`src/pkg/pxr_pkg.sv`:
```
// Package for the extension-capability register bank of one switch port.
// Assumes an APB slave with 32-bit data and byte addresses equal to offsets.
package pxr_pkg;

  // ----------------------------------------------------------------------
  // Register offsets
  // ----------------------------------------------------------------------
  localparam logic [11:0] ERROR_HEADER_LOG_WORD3_OFF      = 12'h124;
  localparam logic [11:0] ERROR_HEADER_LOG_WORD4_OFF      = 12'h128;
  localparam logic [11:0] SERIAL_NUMBER_CAP_HEADER_OFF    = 12'h180;
  localparam logic [11:0] SERIAL_NUMBER_LOW_WORD_OFF      = 12'h184;
  localparam logic [11:0] SERIAL_NUMBER_HIGH_WORD_OFF     = 12'h188;
  localparam logic [11:0] VIRTUAL_CHANNEL_CAP_HEADER_OFF  = 12'h200;
  localparam logic [11:0] PORT_CHANNEL_CAPABILITY_ONE_OFF = 12'h204;
  localparam logic [11:0] LOG_STATUS_OFF                  = 12'h300;

  // ----------------------------------------------------------------------
  // Field positions and values
  // ----------------------------------------------------------------------
  localparam int          CAP_ID_LSB          = 0;
  localparam int          CAP_VER_LSB         = 16;
  localparam int          NEXT_PTR_LSB        = 20;
  localparam logic [15:0] SERIAL_CAP_ID       = 16'h0003;
  localparam logic [15:0] CHANNEL_CAP_ID      = 16'h0002;
  localparam logic [3:0]  CAP_VERSION         = 4'h1;
  localparam logic [11:0] NEXT_PTR_RESET      = 12'h000;
  localparam int          EXTRA_CNT_LSB       = 0;
  localparam int          LP_EXTRA_CNT_LSB    = 4;
  localparam int          ARB_REF_CLK_LSB     = 8;
  localparam int          ENTRY_SIZE_LSB      = 10;
  localparam logic [2:0]  EXTRA_CNT_VAL       = 3'h0;
  localparam logic [2:0]  LP_EXTRA_CNT_VAL    = 3'h0;
  localparam logic [1:0]  ARB_REF_CLK_VAL     = 2'h0;
  localparam logic [1:0]  ENTRY_SIZE_UPSTREAM = 2'h2;
  localparam logic [1:0]  ENTRY_SIZE_DOWN     = 2'h0;
  localparam int          FIRST_ERR_LSB       = 0;
  localparam int          LOG_VALID_BIT       = 8;

  // ----------------------------------------------------------------------
  // Reset values
  // ----------------------------------------------------------------------
  localparam logic [31:0] HEADER_LOG_RESET    = 32'h0000_0000;
  localparam logic [31:0] SERIAL_HIGH_RESET   = 32'h0000_0000;
  localparam logic [4:0]  FIRST_ERR_RESET     = 5'h00;
  localparam logic [31:0] READ_ZERO           = 32'h0000_0000;

endpackage : pxr_pkg

```
`src/core/pxr_sticky_log.sv`:
```
// Sticky first-error log: header words three and four plus error pointer.
// Assumes a cold power-on reset separate from the ordinary port reset.
`timescale 1ns/1ps
`default_nettype none

module pxr_sticky_log (
  input  wire logic        clk_in,
  input  wire logic        cold_rst_n_in,
  input  wire logic        err_valid_in,
  input  wire logic [4:0]  err_bit_in,
  input  wire logic [31:0] hdr_word3_in,
  input  wire logic [31:0] hdr_word4_in,
  input  wire logic        log_release_in,
  output logic [31:0]      header_log_word3_out,
  output logic [31:0]      header_log_word4_out,
  output logic [4:0]       first_error_pointer_out,
  output logic             log_held_out
);

  typedef struct packed {
    logic [31:0] word3;
    logic [31:0] word4;
    logic [4:0]  first_err;
    logic        held;
  } pxr_log_s;

  pxr_log_s st_r;
  pxr_log_s st_nxt;

  // Capture only the first error; later ones leave the log alone until a release
  always_comb begin
    st_nxt = st_r;
    if (st_r.held && log_release_in) begin
      st_nxt.held = 1'b0;
    end
    if (err_valid_in && (!st_r.held || log_release_in)) begin
      st_nxt.word3     = hdr_word3_in;
      st_nxt.word4     = hdr_word4_in;
      st_nxt.first_err = err_bit_in;
      st_nxt.held      = 1'b1;
    end
  end

  // Only the cold reset clears the log
  always_ff @(posedge clk_in or negedge cold_rst_n_in) begin
    if (!cold_rst_n_in) begin
      st_r.word3     <= pxr_pkg::HEADER_LOG_RESET;
      st_r.word4     <= pxr_pkg::HEADER_LOG_RESET;
      st_r.first_err <= pxr_pkg::FIRST_ERR_RESET;
      st_r.held      <= 1'b0;
    end else begin
      st_r <= st_nxt;
    end
  end

  assign header_log_word3_out    = st_r.word3;
  assign header_log_word4_out    = st_r.word4;
  assign first_error_pointer_out = st_r.first_err;
  assign log_held_out            = st_r.held;
endmodule : pxr_sticky_log

`default_nettype wire

```
`src/core/pxr_regs.sv`:
```
// Extension-capability register bank of one switch port, APB slave.
// Assumes APB master in the clk_in domain; cold reset clears sticky state.
`timescale 1ns/1ps
`default_nettype none

module pxr_regs (
  input  wire logic        clk_in,
  input  wire logic        rst_n_in,
  input  wire logic        cold_rst_n_in,
  input  wire logic        upstream_port_in,
  input  wire logic [31:0] unique_id_low_in,
  input  wire logic [31:0] unique_id_high_in,
  input  wire logic        id_lock_in,
  input  wire logic        err_valid_in,
  input  wire logic [4:0]  err_bit_in,
  input  wire logic [31:0] hdr_word3_in,
  input  wire logic [31:0] hdr_word4_in,
  input  wire logic        psel_in,
  input  wire logic        penable_in,
  input  wire logic        pwrite_in,
  input  wire logic [11:0] paddr_in,
  input  wire logic [31:0] pwdata_in,
  input  wire logic [3:0]  pstrb_in,
  output logic [31:0]      prdata_out,
  output logic             pready_out,
  output logic             pslverr_out
);

  // ----------------------------------------------------------------------
  // State
  // ----------------------------------------------------------------------
  typedef struct packed {
    logic [31:0] serial_low;
    logic [11:0] serial_next_ptr;
    logic [11:0] channel_next_ptr;
    logic [31:0] prdata;
    logic        pslverr;
    logic        release_log;
    logic        low_loaded;
  } pxr_bank_s;

  typedef struct packed {
    logic [31:0] serial_high;
    logic        loaded;
  } pxr_sticky_s;

  pxr_bank_s   st_r;
  pxr_bank_s   st_nxt;
  pxr_sticky_s sk_r;
  pxr_sticky_s sk_nxt;

  logic [31:0] log_word3;
  logic [31:0] log_word4;
  logic [4:0]  first_err;
  logic        log_held;
  logic        access;
  logic        wr_en;
  logic        rd_hit;
  logic [31:0] rd_data;
  logic [31:0] sn_hdr_wr;
  logic [31:0] vc_hdr_wr;

  // Byte-lane merge for writable words
  function automatic logic [31:0] pxr_merge(input logic [31:0] old_v,
                                           input logic [31:0] new_v,
                                           input logic [3:0]  strb);
    logic [31:0] res;
    res = old_v;
    for (int i = 0; i < 4; i++) begin
      if (strb[i]) begin
        res[i*8 +: 8] = new_v[i*8 +: 8];
      end
    end
    return res;
  endfunction : pxr_merge

  // Build a capability header word
  function automatic logic [31:0] pxr_cap_hdr(input logic [15:0] id,
                                             input logic [11:0] nptr);
    logic [31:0] res;
    res = pxr_pkg::READ_ZERO;
    res[pxr_pkg::CAP_ID_LSB +: 16]  = id;
    res[pxr_pkg::CAP_VER_LSB +: 4]  = pxr_pkg::CAP_VERSION;
    res[pxr_pkg::NEXT_PTR_LSB +: 12] = nptr;
    return res;
  endfunction : pxr_cap_hdr

  // ----------------------------------------------------------------------
  // Sticky header log
  // ----------------------------------------------------------------------
  pxr_sticky_log u_log (
    .clk_in                  (clk_in),
    .cold_rst_n_in           (cold_rst_n_in),
    .err_valid_in            (err_valid_in),
    .err_bit_in              (err_bit_in),
    .hdr_word3_in            (hdr_word3_in),
    .hdr_word4_in            (hdr_word4_in),
    .log_release_in          (st_r.release_log),
    .header_log_word3_out    (log_word3),
    .header_log_word4_out    (log_word4),
    .first_error_pointer_out (first_err),
    .log_held_out            (log_held)
  );

  // ----------------------------------------------------------------------
  // Bus decode
  // ----------------------------------------------------------------------
  // Zero-wait slave: access phase completes at once
  assign access     = psel_in && penable_in;
  assign wr_en      = access && pwrite_in && !id_lock_in;
  assign pready_out = 1'b1;

  // Header words as a write would leave them; only the pointer field is kept
  assign sn_hdr_wr = pxr_merge(pxr_cap_hdr(pxr_pkg::SERIAL_CAP_ID, st_r.serial_next_ptr),
                               pwdata_in, pstrb_in);
  assign vc_hdr_wr = pxr_merge(pxr_cap_hdr(pxr_pkg::CHANNEL_CAP_ID, st_r.channel_next_ptr),
                               pwdata_in, pstrb_in);

  // Read mux; reserved bits stay zero
  always_comb begin
    rd_data = pxr_pkg::READ_ZERO;
    rd_hit  = 1'b1;
    unique case (paddr_in)
      pxr_pkg::ERROR_HEADER_LOG_WORD3_OFF:      rd_data = log_word3;
      pxr_pkg::ERROR_HEADER_LOG_WORD4_OFF:      rd_data = log_word4;
      pxr_pkg::SERIAL_NUMBER_CAP_HEADER_OFF:
        rd_data = pxr_cap_hdr(pxr_pkg::SERIAL_CAP_ID, st_r.serial_next_ptr);
      pxr_pkg::SERIAL_NUMBER_LOW_WORD_OFF:      rd_data = st_r.serial_low;
      pxr_pkg::SERIAL_NUMBER_HIGH_WORD_OFF:     rd_data = sk_r.serial_high;
      pxr_pkg::VIRTUAL_CHANNEL_CAP_HEADER_OFF:
        rd_data = pxr_cap_hdr(pxr_pkg::CHANNEL_CAP_ID, st_r.channel_next_ptr);
      pxr_pkg::PORT_CHANNEL_CAPABILITY_ONE_OFF: begin
        rd_data[pxr_pkg::EXTRA_CNT_LSB +: 3]    = pxr_pkg::EXTRA_CNT_VAL;
        rd_data[pxr_pkg::LP_EXTRA_CNT_LSB +: 3] = pxr_pkg::LP_EXTRA_CNT_VAL;
        rd_data[pxr_pkg::ARB_REF_CLK_LSB +: 2]  = pxr_pkg::ARB_REF_CLK_VAL;
        rd_data[pxr_pkg::ENTRY_SIZE_LSB +: 2]   = upstream_port_in ?
                                                  pxr_pkg::ENTRY_SIZE_UPSTREAM :
                                                  pxr_pkg::ENTRY_SIZE_DOWN;
      end
      pxr_pkg::LOG_STATUS_OFF: begin
        rd_data[pxr_pkg::FIRST_ERR_LSB +: 5] = first_err;
        rd_data[pxr_pkg::LOG_VALID_BIT]      = log_held;
      end
      default:                                  rd_hit = 1'b0;
    endcase
  end

  // ----------------------------------------------------------------------
  // Next-state logic
  // ----------------------------------------------------------------------
  always_comb begin
    st_nxt             = st_r;
    sk_nxt             = sk_r;
    st_nxt.release_log = 1'b0;
    st_nxt.prdata      = pxr_pkg::READ_ZERO;
    st_nxt.pslverr     = 1'b0;
    // Low word reloads after an ordinary reset, high word after a cold one only
    if (!st_r.low_loaded) begin
      st_nxt.serial_low = unique_id_low_in;
      st_nxt.low_loaded = 1'b1;
    end
    if (!sk_r.loaded) begin
      sk_nxt.serial_high = unique_id_high_in;
      sk_nxt.loaded      = 1'b1;
    end
    // Answer decoded in the setup phase, shown from a flop in the access phase
    if (psel_in && !penable_in) begin
      st_nxt.prdata  = pwrite_in ? pxr_pkg::READ_ZERO : rd_data;
      st_nxt.pslverr = !rd_hit;
    end
    // Writes reach only the lockable fields; all else ignores them
    if (wr_en && rd_hit) begin
      unique case (paddr_in)
        pxr_pkg::SERIAL_NUMBER_CAP_HEADER_OFF: begin
          st_nxt.serial_next_ptr = sn_hdr_wr[pxr_pkg::NEXT_PTR_LSB +: 12];
        end
        pxr_pkg::VIRTUAL_CHANNEL_CAP_HEADER_OFF: begin
          st_nxt.channel_next_ptr = vc_hdr_wr[pxr_pkg::NEXT_PTR_LSB +: 12];
        end
        pxr_pkg::SERIAL_NUMBER_LOW_WORD_OFF:  st_nxt.serial_low  = pxr_merge(st_r.serial_low, pwdata_in, pstrb_in);
        pxr_pkg::SERIAL_NUMBER_HIGH_WORD_OFF: sk_nxt.serial_high = pxr_merge(sk_r.serial_high, pwdata_in, pstrb_in);
        pxr_pkg::LOG_STATUS_OFF:              st_nxt.release_log = pwdata_in[pxr_pkg::LOG_VALID_BIT];
        default: ;
      endcase
    end
  end

  // ----------------------------------------------------------------------
  // Registers
  // ----------------------------------------------------------------------
  // Ordinary reset: non-sticky fields to defaults
  always_ff @(posedge clk_in or negedge rst_n_in) begin
    if (!rst_n_in) begin
      st_r.serial_low       <= pxr_pkg::READ_ZERO;
      st_r.serial_next_ptr  <= pxr_pkg::NEXT_PTR_RESET;
      st_r.channel_next_ptr <= pxr_pkg::NEXT_PTR_RESET;
      st_r.prdata           <= pxr_pkg::READ_ZERO;
      st_r.pslverr          <= 1'b0;
      st_r.release_log      <= 1'b0;
      st_r.low_loaded       <= 1'b0;
    end else begin
      st_r <= st_nxt;
    end
  end

  // Cold reset only: sticky serial high word
  always_ff @(posedge clk_in or negedge cold_rst_n_in) begin
    if (!cold_rst_n_in) begin
      sk_r.serial_high <= pxr_pkg::SERIAL_HIGH_RESET;
      sk_r.loaded      <= 1'b0;
    end else begin
      sk_r <= sk_nxt;
    end
  end

  // Registered answer; zero outside the access phase that follows a setup
  assign prdata_out  = st_r.prdata;
  assign pslverr_out = st_r.pslverr;
endmodule : pxr_regs

`default_nettype wire

```
`config.mk`:
```
export PLATFORM = sky130hd
export DESIGN_NAME = pxr_regs
export DESIGN_NICKNAME = d
export VERILOG_FILES = /design/src/pkg/pxr_pkg.sv /design/src/core/pxr_sticky_log.sv /design/src/core/pxr_regs.sv
export SDC_FILE = /design/constraint.sdc
export NUM_CORES = 1
export LEC_CHECK = 0
export ABC_AREA = 1
export BUFFER_PORTS_ARGS = -buffer_cell sky130_fd_sc_hd__buf_2
export CORE_UTILIZATION = 58
export CTS_BUF_LIST = sky130_fd_sc_hd__clkbuf_4
export DETAILED_ROUTE_END_ITERATION = 7
export PLACE_DENSITY = 0.83
export RECOVER_POWER = 25
export SYNTH_ARGS = -nofsm -noshare
export SYNTH_HDL_FRONTEND = slang
export SYNTH_SLANG_ARGS = --single-unit
```
`constraint.sdc`:
```
create_clock -name clk_in -period 3 [get_ports clk_in]
set_input_delay 0.45 -clock clk_in [delete_from_list [all_inputs] [get_ports clk_in]]
set_output_delay 0.45 -clock clk_in [all_outputs]
set_load 0.005 [all_outputs]
```
==> parameters.txt, run 1 <==
Parameter                              Value

Yosys
  Synth top area cells ... dfrtp_1 43%, nand2_1 20%, mux2_2 13%, nand3_1 3.5%, buf_4 3.0%
  Cell type with the largest total area after synthesis ... dfrtp_1
  Cell count after synthesis ... about 1400
  Cell area after synthesis ... 0.0113 mm²
  Number of unique standard cell types used by synthesis ... 35
  Average instance area after synthesis ... around 8 µm²
  Register bit count reported by yosys ... between 150 and 200
  Yosys top cell area share ... about 43%
  Dominant cell by count in the synthesized netlist ... nand2_1
  Number of warnings issued by yosys ... 0
  Dominant register cell in the synthesized netlist ... dfrtp_1
  Number of synthesized flops with an enable pin ... 0
  Seq/Total Area, Yosys ... a little over two fifths
  Cell types with the highest counts after synthesis ... 589 x nand2_1, 194 x dfrtp_1, 132 x mux2_2
  Post-synth ARST share ... 100%

Global routing
  Met3 track utilization from global routing ... roughly 7.3%
  Number of antenna violations at the first check in global routing ... 2
  Global-route congestion overflow total ... 0
  GRT Max-Usage Layer ... met2
  Pin count of the biggest net entering global routing ... 87
  Met2 layer usage reported by global route ... 52.7%
  Vias in the first global route ... 9744
  Global-route met1 utilization ... 47.3%
  Global-route wire length before repair ... slightly above 50000 µm
  Total routing usage reported by global routing ... 33.9%

Clock network
  CTS tree ... done
  CTS Sinks ... between 150 and 200
  Latest clock arrival within the worst-skew pair ... around 600 ps
  Clock-pin slew reported for the worst setup and hold paths after clock tree synthesis ... 160 ps
  H-tree Lvls ... 4
  Post-CTS setup buffer count ... 0
  Number of buffers added by the clock tree synthesis step ... 17
  Maximum clock path buffer count ... 2
  Library cell used as clock root buffer ... clkbuf_4

Drt
  DRC marker count from the first detailed-route iteration ... around 1200
  Number of antenna-violating nets in the routed design ... 0
  DRC ... 0
  Total detailed-routing wirelength ... 32800 µm
  Wirelength per Cell ... 17.9 µm
  Post-DR vias/cell ... roughly 5.6
  Detailed-router iteration count before antenna repair ... 5
  Number of vias after detailed routing ... 10300

Pwr
  Max rail drop VDD ... approximately 0.00023 V
  PwrDens ... just under 400 mW/mm²
  Static power due to leakage ... around 7 nW

Worst setup path
  Critical path type ... in2reg
  Crit path required time ... approximately 3500 ps
  Arrival time at the worst endpoint ... roughly 2600 ps
  Endpoint class of the critical path ... flop
  Element type at the critical path start ... input pin
  Worst-path maximum fanout ... 86

Timing
  Slew Limit Fails ... 77
  Worst slew margin relative to its limit ... -40.0%
  Layout Skew ... a little under 30 ps
  Highest clock rate ... around 0.48 GHz
  Final cycle utilization of the critical path ... between 60 and 70%
  Setup violators final ... 0
  Final critical-path required period ... between 2000 and 2500 ps
  Transition at the pin with the smallest max-transition slack ... ~2100 ps
  Setup TNS ... 0 ps
  Setup repair after global routing missed its margin ... no
  Endpoints failing hold ... 0
  Final-layout worst hold slack ... a little under 70 ps

Place
  Placed Instance Area ... 0.0123 mm²
  Gp weighted congestion ... between 0.8 and 0.9
  Half-perimeter wire length of the detailed placement result ... around 24000 µm
  PortBufs ... 222
  Instance count after placement with tap cells included ... 1805

Min path
  Hold Path Class ... in2reg

Run
  Count of max-cap constraint violations ... 1

Outcome
  Failing checks ... capacitance limit, slew limit
  Outcome ... finished, violations left

Final layout
  Net count reported at finish ... 1755
  Area growth syn-to-layout ... 11.8%
  Footprint of the flip-flops and latches ... between 0.004 and 0.005 mm²
  Non-filler cells in the finished layout ... around 1800
  Layout cell share with drive strength beyond 1 ... around 28%
  Number of fill cells in the layout ... around 1600
  Combined area of the multi-input logic cells ... between 0.005 and 0.006 mm²
  Area of all placed cells without fillers ... between 0.01 and 0.015 mm²

Floorplanning
  Starting Density ... 59.6%
  Placeable Area ... around 0.019 mm²
  Count of standard-cell rows ... 50
  Total Die Area ... 0.0200 mm²
  Number of placed I/O pins ... roughly 220
  Die boundary height ... around 140 µm
  Horiz. Die Dim ... around 140 µm
## sequential cells by signal, indices dropped and copies added (netlist names)
name / cells
sk_r: 33
prdata_out: 32
u_log.header_log_word4_out: 32
u_log.log_held_out: 1
st_r: 58
u_log.first_error_pointer_out: 5
u_log.header_log_word3_out: 32
pslverr_out: 1
## placed cells by master (no fill, tap or decap), drive strengths merged, types with 3 or more instances in the layout
cell,n
nand2,596
buf,239
dfrtp,194
mux2,132
o21ai,92
nand3,87
inv,73
nor2,53
nand4,28
clkbuf,21
a21oi,16
a31oi,15
clkinv,6
and3,4
a41oi,3
conb,3
clkinvlp,3
bufinv,3
nor3,3
## power by group
part           switching, W  total [W]  internal (W)
logic              0.000366   0.000639      0.000273
registers         0.0000975    0.00280       0.00270
clock network      0.000914    0.00148      0.000569
total               0.00138    0.00492       0.00355
## routing by layer
| metal | wire length, µm | share of wire (%) |
|---|---|---|
| met1 | 13300 | 41 |
| met2 | 15000 | 46 |
| met3 | 3570 | 11 |
| met4 | 891 | 2.7 |
| met5 | 12 | 0.037 |
## worst max-delay path, cell delays in order
cell     delay (ps)
buf_2           120
inv_2            60
nand2_2          80
nor2_8          270
nand3_2         150
nand2_2         130
nor2_1           90
nand2_4          90
buf_12          360
nand4_2         460
nand2_1         190
o21ai_1          90
## cell type report
class                           instances  area share, %
Multi-Input combinational cell       1036           43.9
Sequential cell                       194           38.6
Timing Repair Buffer                  244           10.5
Tap cell                              260           2.58
Inverter                               72           2.15
Clock inverter                         13           1.27
Clock buffer                           17           1.01
Antenna cell                            1         0.0199
## stage by stage
stage          power, W  setup WS (ps)  utilization (%)
2_1_floorplan   0.00316           1170                -
3_3_place_gp    0.00345            464             65.1
3_5_place_dp    0.00348            379             65.1
4_1_cts         0.00492           1000             66.7
5_1_grt         0.00512            792             66.6
6_report        0.00492            937             66.6
## kinds of logic (layout without fill, tap and decap cells)
kind of cell,after synthesis,after routing,synth area share (%)
AOI/OAI and AO/OA,129,129,6.12
buffers and inverters,176,346,7.95
DFF,194,194,43.1
muxes,132,132,13.2
other,1,4,0.0333
and+or+nand+nor,772,772,29.6
## final timing paths
kind	from	end	slack, ps	depth (start not counted)
worst max register to register	st_r[0]	st_r[74]	1060	8
worst min register to register	st_r[36]	st_r[36]	510	2
max in group asynchronous	rst_n_in	st_r[63]	1170	2
worst min-delay path	hdr_word4_in[20]	u_log.header_log_word4_out[20]	70	2
worst max-delay path	paddr_in[9]	st_r[43]	940	12
min in group asynchronous	rst_n_in	st_r[75]	440	1
## what timing repair did
| action | 4_1_cts | 5_1_grt |
|---|---|---|
| hold buffers | 1 | 0 |
| gates resized for setup | 0 | 0 |
| hold endpoints to repair | 51 | 0 |
(Power assumes the default switching activity.)
==> run 2: changes to the inputs <==
- CORE_UTILIZATION: 58 -> 52
- PLACE_DENSITY: 0.83 -> 0.79
- clock period: 3 -> 1.8 ns (I/O delays scaled with it)
==> parameters.txt, run 2 (synthesis results as in run 1) <==
Parameter                              Value

Floorplanning
  Number of placed I/O pins ... 224 (unchanged)
  Placeable Area ... 0.0212 mm² (+12%)
  Total Die Area ... 0.0223 mm² (+11%)
  Horiz. Die Dim ... 149 µm (+5.5%)
  Die boundary height ... 149 µm (+5.5%)
  Count of standard-cell rows ... 53 (+6.0%)
  Starting Density ... 53.2% (-6.4 points)

Drt
  DRC marker count from the first detailed-route iteration ... 1017 (-17%)
  Number of vias after detailed routing ... 11000 (+6.6%)
  Wirelength per Cell ... 17.5 µm (-1.9%)
  DRC ... 0 (unchanged)
  Post-DR vias/cell ... 5.47 (-2.8%)
  Total detailed-routing wirelength ... 35300 µm (+7.5%)
  Detailed-router iteration count before antenna repair ... 7 (+2)
  Number of antenna-violating nets in the routed design ... 0 (unchanged)

Place
  PortBufs ... 222 (unchanged)
  Half-perimeter wire length of the detailed placement result ... 25100 µm (+6.3%)
  Worst slack after detailed placement ... -192 ps (-571 ps)
  Instance count after placement with tap cells included ... 1895 (+5.0%)
  Placed Instance Area ... 0.0132 mm² (+7.1%)
  Gp weighted congestion ... 0.925 (+5.7%)

Clock network
  CTS Sinks ... 194 (unchanged)
  Library cell used as clock root buffer ... clkbuf_4
  Post-CTS setup buffer count ... 0 (unchanged)
  H-tree Lvls ... 4 (unchanged)
  CTS tree ... done
  Maximum clock path buffer count ... 2 (unchanged)
  Latest clock arrival within the worst-skew pair ... 610 ps (about the same)
  Clock-pin slew reported for the worst setup and hold paths after clock tree synthesis ... 170 ps (about the same)
  Number of buffers added by the clock tree synthesis step ... 17 (unchanged)

Worst setup path
  Crit path required time ... 2330 ps (-1160 ps)
  Crit-path max cell delay ... 550 ps (+90 ps)
  Critical Path Most Common Cell ... a21oi_1
  Cell type of the slowest stage on the worst timing path ... dlygate4sd3_1
  Element type at the critical path start ... input pin
  Endpoint class of the critical path ... flop
  Cell-by-cell trace of the critical path ... dlygate4sd3_1, buf_2, nor3_2, clkinv_1, nor2_1, a21oi_1, buf_4, a21oi_1
  Arrival time at the worst endpoint ... 2210 ps (-340 ps)
  Worst-path maximum fanout ... 3 (-97%)
  Critical path type ... in2reg

Timing
  Setup violators final ... 0 (unchanged)
  Final-layout worst hold slack ... 40.2 ps (-28.3 ps)
  Transition at the pin with the smallest max-transition slack ... 1380 ps (-719 ps)
  Highest clock rate ... roughly 0.6 GHz
  Final cycle utilization of the critical path ... between 90 and 100%
  Slew Limit Fails ... 0 (-100%)
  Setup TNS ... 0 ps (unchanged)
  Endpoints failing hold ... 0 (unchanged)
  Worst path setup slack after routing ... 117 ps (-820 ps)
  Final critical-path required period ... around 1700 ps
  Layout Skew ... 22.0 ps (-7.54 ps)
  Setup repair after global routing missed its margin ... no
  Worst slew margin relative to its limit ... 7.98% (+48 points)

Pwr
  PwrDens ... 578 mW/mm² (+48%)
  Max rail drop VDD ... 0.000360 V (+54%)
  Static power due to leakage ... 7.63 nW (+11%)

Global routing
  Met2 layer usage reported by global route ... 49.9% (-2.8 points)
  Global-route congestion overflow total ... 0 (unchanged)
  Total routing usage reported by global routing ... 32.5% (-1.5 points)
  Met3 track utilization from global routing ... 7.03% (-0.29 points)
  Number of antenna violations at the first check in global routing ... 1 (-1)
  Pin count of the biggest net entering global routing ... 104 (+20%)
  Vias in the first global route ... 10400 (+6.9%)
  Global-route wire length before repair ... 55000 µm (+6.4%)
  Global-route met1 utilization ... 44.9% (-2.5 points)
  GRT Max-Usage Layer ... met2

Final layout
  Top register by number of flip-flops ... st_r
  Layout cell share with drive strength beyond 1 ... 30.0% (+1.9 points)
  Net count reported at finish ... 1914 (+9.1%)
  Number of fill cells in the layout ... 1671 (+5.0%)
  Non-filler cells in the finished layout ... 2013 (+9.6%)
  Area of all placed cells without fillers ... 0.0142 mm² (+13%)
  Area growth syn-to-layout ... 26.5%
  Top flop regs ... st_r x58, sk_r x33
  Max FFs per register ... 58 (unchanged)
  Leading cell types in the layout, fill and taps excluded ... 587 x nand2_1, 220 x buf_2, 194 x dfrtp_1
  Most frequent standard cell in the layout excluding fill and tap cells ... nand2_1

Outcome
  Outcome ... finished, final reports clean

Min path
  Hold Path Class ... in2reg

Run
  Count of max-cap constraint violations ... 0 (-1)
==> run 2: final cells by class <==
class / count / area [µm²] / area share, %
multi-input cells: 1036 / 5530 / 38.8
flip-flops and latches: 194 / 4850 / 34.1
repair buffers: 403 / 2980 / 20.9
well taps: 275 / 344 / 2.42
inverters: 72 / 270 / 1.90
clock buffers: 18 / 135 / 0.948
clock inverters: 14 / 128 / 0.896
diodes: 1 / 2.50 / 0.0176
==> run 2: per-layer routing <==
metal	wire, µm	up-vias
li1	-	5168
met1	14800	5164
met2	16100	595
met3	3320	83
met4	1060	0
met5	0	-
==> run 2: path summary, 6_finish.rpt <==
check | from | end | slack [ps] | cells after the start
max | penable_in | prdata_out[9] | 120 | 8
min | pwdata_in[30] | st_r[57] | 40 | 3
max reg2reg | st_r[0] | st_r[90] | 210 | 8
min reg2reg | st_r[48] | st_r[48] | 510 | 2
max in group asynchronous | rst_n_in | prdata_out[15] | 280 | 3
min in group asynchronous | rst_n_in | st_r[0] | 200 | 2
==> run 2: where the power goes <==
group	leakage, nW	switching, W	internal [W]
logic	4.95	0.000643	0.000603
clock network	0.135	0.00160	0.000717
registers	2.55	0.000164	0.00451
==> run 2: repair_timing <==
action,in CTS,in global routing
hold buffers,85,0
hold endpoints to repair,285,0
resized for setup,0,0
==> run 2: critical path: cells and delay by family <==
family,cells,cell delay [ps]
buf+inv,4,1000
simple gates,2,650
compound gates,2,290
==> run 2: stage by stage <==
step,utilization [%],power [W]
4_1_cts,67.5,0.00823
3_3_place_gp,62.3,0.00580
3_5_place_dp,62.3,0.00584
5_1_grt,67.4,0.00857
6_report,67.4,0.00823
2_1_floorplan,-,0.00527
==> run 3: changes to the inputs <==
- CORE_UTILIZATION: 52 -> 58
- GPL_TIMING_DRIVEN: unset -> 0
- PLACE_DENSITY: 0.79 -> 0.83
- clock period: 1.8 -> 1.6 ns (I/O delays scaled with it)
==> parameters.txt, run 3 (synthesis results as in run 1) <==
Parameter                              Value

Global routing
  Vias in the first global route ... 11100 (+6.6%)
  Total routing usage reported by global routing ... 40.0% (+7.6 points)
  Number of antenna violations at the first check in global routing ... 3 (+2)
  Global-route congestion overflow total ... 0 (unchanged)
  Pin count of the biggest net entering global routing ... 69 (-34%)
  Global-route wire length before repair ... 60000 µm (+9.1%)

Final layout
  Non-filler cells in the finished layout ... 2029 (+0.79%)
  Top register by number of flip-flops ... st_r
  Top flop regs ... st_r x58, sk_r x33
  Area of all placed cells without fillers ... 0.0145 mm² (+1.6%)
  Area growth syn-to-layout ... 28.5%
  Layout cell share with drive strength beyond 1 ... 31.8% (+1.8 points)
  Most frequent standard cell in the layout excluding fill and tap cells ... nand2_1
  Net count reported at finish ... 1945 (+1.6%)
  Max FFs per register ... 58 (unchanged)
  Leading cell types in the layout, fill and taps excluded ... 572 x nand2_1, 239 x buf_2, 193 x dfrtp_1

Clock network
  Clock-pin slew reported for the worst setup and hold paths after clock tree synthesis ... 180 ps (about the same)
  Number of buffers added by the clock tree synthesis step ... 17 (unchanged)
  Maximum clock path buffer count ... 2 (unchanged)
  CTS Sinks ... 194 (unchanged)
  Latest clock arrival within the worst-skew pair ... 630 ps (+20 ps)
  Library cell used as clock root buffer ... clkbuf_4
  CTS tree ... done
  H-tree Lvls ... 4 (unchanged)

Timing
  Slew Limit Fails ... 0 (unchanged)
  Setup violators final ... 9 (+9)
  Setup TNS ... -299 ps (-299 ps)
  Final cycle utilization of the critical path ... 105%
  Layout Skew ... 33.1 ps (+11.0 ps)
  Setup repair after global routing missed its margin ... yes
  Endpoints failing hold ... 0 (unchanged)
  Final critical-path required period ... about 1700 ps
  Worst path setup slack after routing ... -76.3 ps (-193 ps)
  Transition at the pin with the smallest max-transition slack ... 909 ps (-471 ps)
  Worst slew margin relative to its limit ... 39.4% (+31 points)
  Highest clock rate ... ~0.6 GHz

Worst setup path
  Element type at the critical path start ... flop
  Critical path type ... reg2reg
  Critical Path Most Common Cell ... nand2_1
  Cell-by-cell trace of the critical path ... buf_6, buf_12, clkbuf_16, mux2_2, nand2_1, o21ai_1, nand3_1, nand2_1, nand2_1, nand2_1
  Endpoint class of the critical path ... flop
  Cell type of the slowest stage on the worst timing path ... dfrtp_1
  Crit path required time ... 2110 ps (-220 ps)
  Worst-path maximum fanout ... 8 (+5)
  Crit-path max cell delay ... 390 ps (-160 ps)
  Arrival time at the worst endpoint ... 2190 ps (-20 ps)

Outcome
  Failing checks ... setup timing
  Outcome ... finished, violations left

Place
  Half-perimeter wire length of the detailed placement result ... 27700 µm (+10%)
  Placed Instance Area ... 0.0128 mm² (-3.1%)
  PortBufs ... 222 (unchanged)
  Instance count after placement with tap cells included ... 1890 (-0.26%)
  Gp weighted congestion ... 0.955 (+3.3%)
  Worst slack after detailed placement ... -749 ps (-557 ps)

Drt
  Met3 layer wire length in the routed design ... 4660 µm (+40%)
  Sum of met2 wire segment lengths after detailed routing ... 18800 µm (+16%)
  DRC marker count from the first detailed-route iteration ... 1362 (+34%)
  Total detailed-routing wirelength ... 40100 µm (+14%)
  Number of antenna-violating nets in the routed design ... 0 (unchanged)
  Post-DR vias/cell ... 5.82 (+6.4%)
  Wirelength per Cell ... 19.8 µm (+13%)
  Routed length on met1 ... 14900 µm (+0.75%)
  Detailed-router iteration count before antenna repair ... 5 (-2)
  DRC ... 0 (unchanged)
  Number of vias after detailed routing ... 11800 (+7.2%)
  Topmost layer with routed signal wires ... met4

Min path
  Hold Path Class ... in2reg

Run
  Count of max-cap constraint violations ... 0 (unchanged)

Floorplanning
  Placeable Area ... 0.0189 mm² (-11%)
  Total Die Area ... 0.0200 mm² (-10%)
  Number of placed I/O pins ... 224 (unchanged)
  Starting Density ... 59.6% (+6.4 points)
  Horiz. Die Dim ... 141 µm (-5.2%)
  Die boundary height ... 141 µm (-5.2%)
  Count of standard-cell rows ... 50 (-5.7%)

Pwr
  Max rail drop VDD ... 0.000435 V (+21%)
  Static power due to leakage ... 7.87 nW (+3.1%)
  PwrDens ... 658 mW/mm² (+14%)
[run 3: where the power goes]
part / switching, W / total, W / internal, W
Clock: 0.00195 / 0.00264 / 0.000688
Combinational: 0.000819 / 0.00162 / 0.000802
Sequential: 0.000195 / 0.00527 / 0.00507
Total: 0.00296 / 0.00953 / 0.00656
[run 3: per-layer routing]
layer / vias to the layer above / track usage (%)
li1: 5228 / -
met1: 5504 / 51.5
met2: 915 / 65.5
met3: 157 / 8.20
met4: 0 / 18.1
met5: - / 0
[run 3: path summary, 6_finish.rpt]
| kind | from | end | slack [ps] | depth (start not counted) |
|---|---|---|---|---|
| max | sk_r[0] | sk_r[7] | -80 | 10 |
| min | unique_id_high_in[9] | sk_r[10] | 30 | 6 |
| max reg2reg | sk_r[0] | sk_r[7] | -80 | 10 |
| min reg2reg | sk_r[3] | sk_r[3] | 510 | 2 |
| max in group asynchronous | rst_n_in | st_r[1] | 340 | 3 |
| min in group asynchronous | rst_n_in | st_r[77] | 140 | 2 |
[run 3: metrics by stage]
step                      hold slack [ps]  utilization, %  power (W)
after floorplan                     -55.6               -    0.00593
after global placement                469            67.3    0.00647
after detailed placement              174            67.6    0.00654
after CTS                            15.8            74.0    0.00924
after global routing                 46.5            76.6    0.00985
final                                25.9            76.6    0.00953
[run 3: timing repair]
action,CTS,global route
pin swaps,0,55
hold endpoints to repair,252,0
buffers inserted,4,12
gates resized for setup,21,127
hold buffers,88,0
endpoints found under the setup margin,131,93
cloned,0,4
[run 3: worst max-delay path: cells and delay by family, from the launching register on]
family	cells	cell delay [ps]
AOI/OAI and AO/OA	1	80
muxes	1	340
and+or+nand+nor	5	320
buffers and inverters	3	430
DFF	1	390
[run 3: area by class of cell]
class,instances,area (µm²)
multi-input cells,1036,5760
flip-flops and latches,194,4860
fillers,1304,4420
repair buffers,332,2270
plain buffers,102,721
well taps,260,325
inverters,72,274
clock inverters,15,138
clock buffers,17,128
diodes,1,2.50
